<file path="config.mk">
export PLATFORM = sky130hd
export DESIGN_NAME = ivs_i2c_slave
export DESIGN_NICKNAME = d
export VERILOG_FILES = /design/src/hw/ivs_pin_filter.v /design/src/hw/ivs_i2c_slave.v
export VERILOG_INCLUDE_DIRS = /design/src /design/src/hw
export SDC_FILE = /design/constraint.sdc
export NUM_CORES = 1
export LEC_CHECK = 0
export BUFFER_PORTS_ARGS = -buffer_cell sky130_fd_sc_hd__buf_4
export CELL_PAD_IN_SITES_DETAIL_PLACEMENT = 2
export CELL_PAD_IN_SITES_GLOBAL_PLACEMENT = 2
export CORE_MARGIN = 2
export CORE_UTILIZATION = 40
export DETAILED_ROUTE_END_ITERATION = 6
export PLACE_DENSITY = 0.85
export SYNTH_ARGS = -nofsm -noshare
export SYNTH_HDL_FRONTEND = slang
export SYNTH_SLANG_ARGS = --single-unit
</file>
<file path="constraint.sdc">
create_clock -name CLK -period 5.53 [get_ports CLK]
set_input_delay 0.553 -clock CLK [delete_from_list [all_inputs] [get_ports CLK]]
set_output_delay 0.553 -clock CLK [all_outputs]
set_load 0.005 [all_outputs]
</file>
<file path="src/hw/ivs_map.vh">
`ifndef IVS_MAP_VH
`define IVS_MAP_VH

// ****************************************************
// Register pointers and fields
// ****************************************************
`define IVS_PTR_CODE    8'h00
`define IVS_PTR_CTRL    8'h01
`define IVS_PAR_BIT     7
`define IVS_CODE_RST    7'h32
`define IVS_CTRL_INT    7
`define IVS_CTRL_MASK   4
`define IVS_CTRL_PWM    3
`define IVS_CTRL_LATCH  0
`define IVS_CTRL_RST    8'h09
`define IVS_CTRL_WMASK  8'h99

// ****************************************************
// Bus framing
// ****************************************************
`define IVS_BYTE_BITS   4'h8
`define IVS_SDA_DRIVE   1'b0

// ****************************************************
// Timing
// ****************************************************
`define IVS_CLK_NS      25
`define IVS_SPIKE_NS    32
`define IVS_SPIKE_CYC   ((`IVS_SPIKE_NS + `IVS_CLK_NS - 1) / `IVS_CLK_NS)
`define IVS_CHG_US      15
`define IVS_CHG_CYC     ((`IVS_CHG_US * 1000) / `IVS_CLK_NS)
`define IVS_OC_CYCLES   5'h10
`endif

</file>
<file path="src/hw/ivs_pin_filter.v">
`timescale 1ns/10ps
`default_nettype none
module ivs_pin_filter #(
   parameter integer         WIDTH    = 2,
   parameter integer         FILT_CYC = 2,
   parameter integer         CW       = 4,
   parameter [WIDTH-1:0]     RST_VAL  = {WIDTH{1'b1}}
) (
   // Clocking
   input  wire               clk,
   input  wire               rst,
   input  wire               ce,
   // Pins in, clean levels out
   input  wire [WIDTH-1:0]   din,
   output wire [WIDTH-1:0]   dout
);
   localparam [CW-1:0] LIM = FILT_CYC[CW-1:0];

   genvar g;
   generate
      for (g = 0; g < WIDTH; g = g + 1) begin : g_bit
         reg          s1_q;
         reg          s2_q;
         reg          f_q;
         reg [CW-1:0] c_q;
         always @(posedge clk) begin
            if (rst) begin
               s1_q <= RST_VAL[g];
               s2_q <= RST_VAL[g];
               f_q  <= RST_VAL[g];
               c_q  <= {CW{1'b0}};
            end else if (ce) begin
               s1_q <= din[g];
               s2_q <= s1_q;
               // New level must hold LIM+1 samples; shorter pulses are spikes
               if (s2_q == f_q) begin
                  c_q <= {CW{1'b0}};
               end else if (c_q == LIM) begin
                  f_q <= s2_q;
                  c_q <= {CW{1'b0}};
               end else begin
                  c_q <= c_q + 1'b1;
               end
            end
         end
         assign dout[g] = f_q;
      end
   endgenerate
endmodule // ivs_pin_filter
`default_nettype wire

</file>
<file path="src/hw/ivs_i2c_slave.v">
`timescale 1ns/10ps
`default_nettype none
`include "ivs_map.vh"
module ivs_i2c_slave #(
   parameter [6:0]   SLAVE_ADDR = 7'h20,
   parameter integer CHG_CYC    = `IVS_CHG_CYC
) (
   // Clocking
   input  wire       CLK,
   input  wire       RST,
   input  wire       CE,
   // Two-wire bus, data is open drain
   input  wire       SCL_IN,
   input  wire       SDA_IN,
   output wire       SDA_OUT,
   output wire       SDA_OE,
   // Power-stage status
   input  wire       OVERCURRENT,
   input  wire       SW_CYCLE,
   input  wire       ENABLE_IN,
   // Control levels to the regulator
   output wire [6:0] OUTPUT_VOLTAGE_CODE,
   output wire       INTERNAL_MODE,
   output wire       PROT_OFF_ON_CHANGE,
   output wire       LIGHT_LOAD_PWM_SELECT,
   output wire       LATCH_OFF_MODE,
   output wire       PROTECTION_SUSPEND,
   output wire       POWER_SWITCH_OFF
);
   // ****************************************************
   // States
   // ****************************************************
   localparam [9:0] S_IDLE  = 10'h001;
   localparam [9:0] S_ADDR  = 10'h002;
   localparam [9:0] S_AACK  = 10'h004;
   localparam [9:0] S_REG   = 10'h008;
   localparam [9:0] S_RACK  = 10'h010;
   localparam [9:0] S_WDAT  = 10'h020;
   localparam [9:0] S_WACK  = 10'h040;
   localparam [9:0] S_RDAT  = 10'h080;
   localparam [9:0] S_MACK  = 10'h100;
   localparam [9:0] S_SKIP  = 10'h200;
   localparam [11:0] CHG_LIM = CHG_CYC[11:0];

   // ****************************************************
   // Input conditioning
   // ****************************************************
   wire [1:0] bus_f;
   wire [2:0] ana_f;

   ivs_pin_filter #(
      .WIDTH    (2),
      .FILT_CYC (`IVS_SPIKE_CYC),
      .CW       (4),
      .RST_VAL  (2'h3)
   ) u_bus_filter (
      .clk  (CLK),
      .rst  (RST),
      .ce   (CE),
      .din  ({SCL_IN, SDA_IN}),
      .dout (bus_f)
   );

   // Analog levels are only synchronised; no spike window
   ivs_pin_filter #(
      .WIDTH    (3),
      .FILT_CYC (0),
      .CW       (4),
      .RST_VAL  (3'h0)
   ) u_ana_sync (
      .clk  (CLK),
      .rst  (RST),
      .ce   (CE),
      .din  ({OVERCURRENT, SW_CYCLE, ENABLE_IN}),
      .dout (ana_f)
   );

   wire scl = bus_f[1];
   wire sda = bus_f[0];
   wire oc  = ana_f[2];
   wire sw  = ana_f[1];
   wire en  = ana_f[0];

   reg  scl_p_q;
   reg  sda_p_q;
   reg  sw_p_q;

   wire scl_rise = scl & ~scl_p_q;
   wire scl_fall = ~scl & scl_p_q;
   wire start_c  = scl & scl_p_q & sda_p_q & ~sda;
   wire stop_c   = scl & scl_p_q & ~sda_p_q & sda;
   wire sw_rise  = sw & ~sw_p_q;

   // ****************************************************
   // Bus engine registers
   // ****************************************************
   reg [9:0] state_q;
   reg [3:0] cnt_q;
   reg [7:0] rx_q;
   reg [7:0] tx_q;
   reg       rw_q;
   reg       ptr_q;
   reg       oe_q;
   reg [7:0] code_q;
   reg [7:0] ctrl_q;
   reg       code_wr_q;

   // Odd parity over whole byte: bit 7 is XNOR of bits 6..0
   wire par_ok   = rx_q[`IVS_PAR_BIT] == ~^rx_q[6:0];
   wire addr_hit = rx_q[7:1] == SLAVE_ADDR;
   wire ptr_ok   = (rx_q == `IVS_PTR_CODE) | (rx_q == `IVS_PTR_CTRL);
   // Control byte carries no parity: its top bit is the mode select
   wire wr_ok    = ptr_q ? 1'b1 : par_ok;
   wire [7:0] rd_byte = ptr_q ? (ctrl_q & `IVS_CTRL_WMASK) : code_q;
   wire byte_done = cnt_q == `IVS_BYTE_BITS;

   always @(posedge CLK) begin
      if (RST) begin
         scl_p_q   <= 1'b1;
         sda_p_q   <= 1'b1;
         sw_p_q    <= 1'b0;
         state_q   <= S_IDLE;
         cnt_q     <= 4'h0;
         rx_q      <= 8'h00;
         tx_q      <= 8'h00;
         rw_q      <= 1'b0;
         ptr_q     <= 1'b0;
         oe_q      <= 1'b0;
         code_q    <= {~^`IVS_CODE_RST, `IVS_CODE_RST};
         ctrl_q    <= `IVS_CTRL_RST;
         code_wr_q <= 1'b0;
      end else if (CE) begin
         scl_p_q   <= scl;
         sda_p_q   <= sda;
         sw_p_q    <= sw;
         code_wr_q <= 1'b0;
         if (start_c) begin
            // Every START, repeated or not, restarts address matching
            state_q <= S_ADDR;
            cnt_q   <= 4'h0;
            oe_q    <= 1'b0;
         end else if (stop_c) begin
            state_q <= S_IDLE;
            oe_q    <= 1'b0;
         end else if (scl_rise) begin
            if ((state_q == S_ADDR) | (state_q == S_REG) | (state_q == S_WDAT)) begin
               rx_q  <= {rx_q[6:0], sda};
               cnt_q <= cnt_q + 4'h1;
            end else if (state_q == S_RDAT) begin
               cnt_q <= cnt_q + 4'h1;
            end
         end else if (scl_fall) begin
            case (state_q)
               S_ADDR: begin
                  if (byte_done) begin
                     if (addr_hit) begin
                        rw_q    <= rx_q[0];
                        oe_q    <= 1'b1;
                        state_q <= S_AACK;
                     end else begin
                        state_q <= S_SKIP;
                     end
                  end
               end
               S_AACK: begin
                  cnt_q <= 4'h0;
                  if (rw_q) begin
                     tx_q    <= {rd_byte[6:0], 1'b0};
                     oe_q    <= ~rd_byte[7];
                     state_q <= S_RDAT;
                  end else begin
                     oe_q    <= 1'b0;
                     state_q <= S_REG;
                  end
               end
               S_REG: begin
                  if (byte_done) begin
                     if (ptr_ok) begin
                        ptr_q   <= rx_q[0];
                        oe_q    <= 1'b1;
                        state_q <= S_RACK;
                     end else begin
                        state_q <= S_SKIP;
                     end
                  end
               end
               S_RACK: begin
                  oe_q    <= 1'b0;
                  cnt_q   <= 4'h0;
                  state_q <= S_WDAT;
               end
               S_WDAT: begin
                  if (byte_done) begin
                     if (wr_ok) begin
                        oe_q    <= 1'b1;
                        state_q <= S_WACK;
                        if (ptr_q) begin
                           ctrl_q <= rx_q & `IVS_CTRL_WMASK;
                        end else begin
                           code_q    <= rx_q;
                           code_wr_q <= 1'b1;
                        end
                     end else begin
                        state_q <= S_SKIP;
                     end
                  end
               end
               S_WACK: begin
                  // One data byte per write; later bytes are not taken
                  oe_q    <= 1'b0;
                  state_q <= S_SKIP;
               end
               S_RDAT: begin
                  if (byte_done) begin
                     oe_q    <= 1'b0;
                     state_q <= S_MACK;
                  end else begin
                     oe_q <= ~tx_q[7];
                     tx_q <= {tx_q[6:0], 1'b0};
                  end
               end
               S_MACK: begin
                  // Master answer is not checked; nothing is resent
                  state_q <= S_SKIP;
               end
               S_IDLE, S_SKIP: begin
                  oe_q <= 1'b0;
               end
               default: begin
                  oe_q    <= 1'b0;
                  state_q <= S_IDLE;
               end
            endcase
         end
      end
   end

   // ****************************************************
   // Code-change protection window
   // ****************************************************
   reg [11:0] chg_q;

   always @(posedge CLK) begin
      if (RST) begin
         chg_q <= 12'h000;
      end else if (CE) begin
         if (code_wr_q) begin
            chg_q <= CHG_LIM;
         end else if (chg_q != 12'h000) begin
            chg_q <= chg_q - 12'h001;
         end
      end
   end

   // ****************************************************
   // Overcurrent switch-off and protection suspend
   // ****************************************************
   reg [4:0] oc_cnt_q;
   reg       latch_q;
   reg       off_q;
   reg       susp_q;

   wire oc_fault = oc_cnt_q == `IVS_OC_CYCLES;

   always @(posedge CLK) begin
      if (RST) begin
         oc_cnt_q <= 5'h00;
         latch_q  <= 1'b0;
         off_q    <= 1'b0;
         susp_q   <= 1'b0;
      end else if (CE) begin
         // Held clear while disabled, so a fresh enable edge always restarts
         if (~oc | ~en) begin
            oc_cnt_q <= 5'h00;
         end else if (sw_rise & ~oc_fault) begin
            oc_cnt_q <= oc_cnt_q + 5'h01;
         end
         if (oc_fault & ctrl_q[`IVS_CTRL_LATCH]) begin
            latch_q <= 1'b1;
         end else if (~en) begin
            latch_q <= 1'b0;
         end
         off_q  <= latch_q | (oc_fault & ~ctrl_q[`IVS_CTRL_LATCH]);
         susp_q <= ctrl_q[`IVS_CTRL_MASK] & (code_wr_q | (chg_q != 12'h000));
      end
   end

   // ****************************************************
   // Outputs
   // ****************************************************
   assign SDA_OUT               = `IVS_SDA_DRIVE;
   assign SDA_OE                = oe_q;
   assign OUTPUT_VOLTAGE_CODE   = code_q[6:0];
   assign INTERNAL_MODE         = ctrl_q[`IVS_CTRL_INT];
   assign PROT_OFF_ON_CHANGE    = ctrl_q[`IVS_CTRL_MASK];
   assign LIGHT_LOAD_PWM_SELECT = ctrl_q[`IVS_CTRL_PWM];
   assign LATCH_OFF_MODE        = ctrl_q[`IVS_CTRL_LATCH];
   assign PROTECTION_SUSPEND    = susp_q;
   assign POWER_SWITCH_OFF      = off_q;
endmodule // ivs_i2c_slave
`default_nettype wire

</file>
==> flow_metrics.env <==
export IMPL_outcome="finished, final reports clean"
export IMPL_number_of_antenna_violations_at_the_first_check_in_global_routing=0
export IMPL_finalNonFillerCells=806
export IMPL_max_slew_worst_pin_slew_ns=1.27
export IMPL_mostFrequentLayoutCells="103 x dfxtp_1, 98 x nor2_1, 60 x nand2_1, 53 x a21oi_1, 41 x mux2i_1"
export IMPL_finalHoldViolations=0
export IMPL_postSynthCellCount=636
export IMPL_syn_area_per_cell_um2=8.31
export IMPL_min_period_over_period_pct=60.5
export IMPL_drt_pass1_iterations=4
export IMPL_timing_max_transition_violations_final=0
export IMPL_drc=0
export IMPL_grt_remaining_overflow=0
export IMPL_ctsHtreeMaxLevel=3
export IMPL_final_area_um2=5790
export IMPL_cp_buffers_inverters=2
export IMPL_max_freq_ghz=0.299
export IMPL_cts_tree="done"
export IMPL_synth_edff_count=0
export IMPL_rows=41
export IMPL_wl_per_cell_um=18.7
export IMPL_layout_commonest_cell="dfxtp_1"
export IMPL_ys_async_rst_share_pct=0
export IMPL_cp_slowest_cell="nor4_2"
export IMPL_die_area_um2=14100
export IMPL_slew_headroom_pct=14.6
export IMPL_tightest_hold_check_type="primary input to register"
export IMPL_drive_gt1_share_pct=7.57
export IMPL_worstSetupPathType="primary input to register"
export IMPL_synth_seq_area_share_pct=39.0
export IMPL_worst_setup_path_start_kind="primary input"
export IMPL_via_per_inst=5.55
export IMPL_synthFlopType="dfxtp_1"
export IMPL_timing_critical_path_mode_cell="nand2_1"
export IMPL_setup_viol=0
export IMPL_clock_period_minus_worst_slack_ns=3.34
export IMPL_synth_nets=667
export IMPL_pwr_density_cell_nw_per_um2=308
export IMPL_post_cts_resized=0
export IMPL_detailed_place_area_um2=5480
export IMPL_first_pass_grt_wire_length_mm=25.3
export IMPL_critical_path_arrival_ns=3.57
export IMPL_syn_area_um2=5280
export IMPL_timing_critical_path_to_type="register"
export IMPL_grt_use_total_pct=22.3
export IMPL_slowest_delay_ns=1.04
export IMPL_path_cells="buf_4 > inv_1 > a2111o_1 > nor4_2 > nand2_1 > o21ai_0 > nand2_1"
export IMPL_maximum_number_of_pins_on_one_net_before_global_route_repair=82
export IMPL_die_height_um=119
export IMPL_cellLeakagePower_nw=2.19
export IMPL_grt_pass1_vias=4862
export IMPL_dpl_hpwl_mm=10.6
export IMPL_critical_path_top_delay_family="simple AND/OR/NAND/NOR gates"
export IMPL_cts_sink_count=103
export IMPL_skew_ns=0.00923
export IMPL_rr_startpoint="state_q[8]$_SDFFE_PP0P_"
export IMPL_cts_hold_buf=0
export IMPL_place_gp_congestion=0.833
export IMPL_floorplan_initialDensity_pct=41.4
export IMPL_routed_via_count=4473
export IMPL_placed_cells=790
export IMPL_routed_wirelength_mm=15.0
export IMPL_fin_util_pct=45.3
export IMPL_vdd_ir_drop_max_mv=0.248
export IMPL_timing_hold_worst_start="SDA_IN"
export IMPL_cts_root_to_sink_buffers=2
export IMPL_syn2layout_area_growth_pct=9.62
export IMPL_floorplan_core_area_um2=12800
export IMPL_port_buffer_count=21
export IMPL_ys_ff_latch=103
export IMPL_cts_clk_slew_worst_paths_ns=0.08
export IMPL_cts_repair_timing_setup_buffer_count=0
export IMPL_cp_max_fo=49
export IMPL_die_width_um=119
export IMPL_final_nets=660
export IMPL_setup_total_negative_slack_ns=0
export IMPL_startpoint_of_the_worst_setup_timing_path="CE"
export IMPL_required_ns=5.75
export IMPL_drv_cap=0
export IMPL_cts_root_buf="clkbuf_16"
export IMPL_synth_cell_types=59
export IMPL_rsz0062_at_grt="no"
export IMPL_clock_insertion_delay_worst_skew_ns=0.36
export IMPL_antenna_violating_nets_post_route=0
export IMPL_initialDrtViolationCount=193
export IMPL_n_antenna_cell=0
export IMPL_tritoncts_num_buffers=9
export IMPL_synth_warnings=0
export IMPL_num_io_pins=23
## final timing paths
kind | cells after the start | end | slack (ns)
worst max-delay path | 7 | code_q[5]$_SDFFE_PP1P_ | 2.19
worst max register to register | 6 | state_q[2]$_SDFFE_PP0P_ | 2.20
worst min-delay path | 3 | u_bus_filter.g_bit[0].s1_q$_SDFFE_PP1P_ | 0.43
worst min register to register | 2 | POWER_SWITCH_OFF$_SDFFE_PP0P_ | 0.48
## worst min-delay path: stages
cell and delay, ns:
buf_4 0.08, mux2i_1 0.06, nand2_1 0.06
## area by class of cell
class                      count  area (µm²)
fill                        1418        6980
multi-input combinational    464        2930
sequential                   103        2060
clock buffer                  11         243
tap                          172         215
timing repair buffer          22         165
inverter                      29         109
clock inverter                 5        63.8
## cell families (layout without fill, tap and decap cells)
group           count (synthesis)  count (layout)  synth area share, %
compound gates                105             105                 12.3
flops                         103             103                 39.0
xor+xnor                       26              26                 4.57
simple gates                  267             267                 25.1
other cells                     1               1               0.0710
mux                            42              42                 7.98
fa+ha+maj                      23              23                 5.45
buf+inv                        69              67                 5.57
## synth_stat cells, types with 8 or more instances
| cell | instances | area share (%) |
|---|---|---|
| ha_1 | 23 | 5.4 |
| xnor2_1 | 12 | 2.0 |
| xor2_1 | 13 | 2.2 |
| inv_1 | 29 | 2.1 |
| nor4_1 | 11 | 1.3 |
| nand3_1 | 19 | 1.8 |
| nand2b_1 | 8 | 0.95 |
| dfxtp_1 | 103 | 39 |
| or3_1 | 10 | 1.2 |
| nor3_1 | 8 | 0.76 |
| clkbuf_1 | 26 | 1.8 |
| a21oi_1 | 53 | 5.0 |
| o21ai_0 | 18 | 1.7 |
| mux2i_1 | 41 | 7.8 |
| nor2_1 | 98 | 7.0 |
| buf_4 | 8 | 1.1 |
| nor3b_1 | 16 | 2.3 |
| nand2_1 | 60 | 4.3 |
## metal layers
| layer | global-route usage [%] | share of wire, % |
|---|---|---|
| met1 | 27.8 | 46 |
| met2 | 39.0 | 50 |
| met3 | 4.89 | 2.6 |
| met4 | 5.13 | 1.2 |
| met5 | 0 | 0 |
## metrics by stage
stage / hold WS (ns) / setup WS, ns / power (mW)
6_report: 0.427 / 2.19 / 1.78
5_1_grt: 0.436 / 1.91 / 1.87
4_1_cts: 0.420 / 2.20 / 1.81
3_5_place_dp: 0.477 / 1.81 / 1.13
3_3_place_gp: 0.458 / 1.95 / 1.10
2_1_floorplan: 0.441 / 3.08 / 1.05
## registers in the layout (all words and copies together), names as in the netlist, 2 cells and up
| name | count |
|---|---|
| chg_q | 12 |
| u_ana_sync.g_bit.c_q | 12 |
| state_q | 10 |
| code_q | 8 |
| rx_q | 8 |
| u_bus_filter.g_bit.c_q | 8 |
| tx_q | 7 |
| oc_cnt_q | 5 |
| cnt_q | 4 |
| ctrl_q | 4 |
| u_ana_sync.g_bit.f_q | 3 |
| u_ana_sync.g_bit.s1_q | 3 |
| u_ana_sync.g_bit.s2_q | 3 |
| u_bus_filter.g_bit.f_q | 2 |
| u_bus_filter.g_bit.s1_q | 2 |
| u_bus_filter.g_bit.s2_q | 2 |
## power breakdown
| part | leakage [nW] | switching [mW] | total (mW) | internal, mW |
|---|---|---|---|---|
| Clock | 0.152 | 0.299 | 0.668 | 0.369 |
| Sequential | 0.834 | 0.0387 | 0.821 | 0.782 |
| Combinational | 1.20 | 0.173 | 0.293 | 0.121 |
| Total | 2.19 | 0.511 | 1.78 | 1.27 |
No activity file was read; power rests on OpenSTA's default activity.
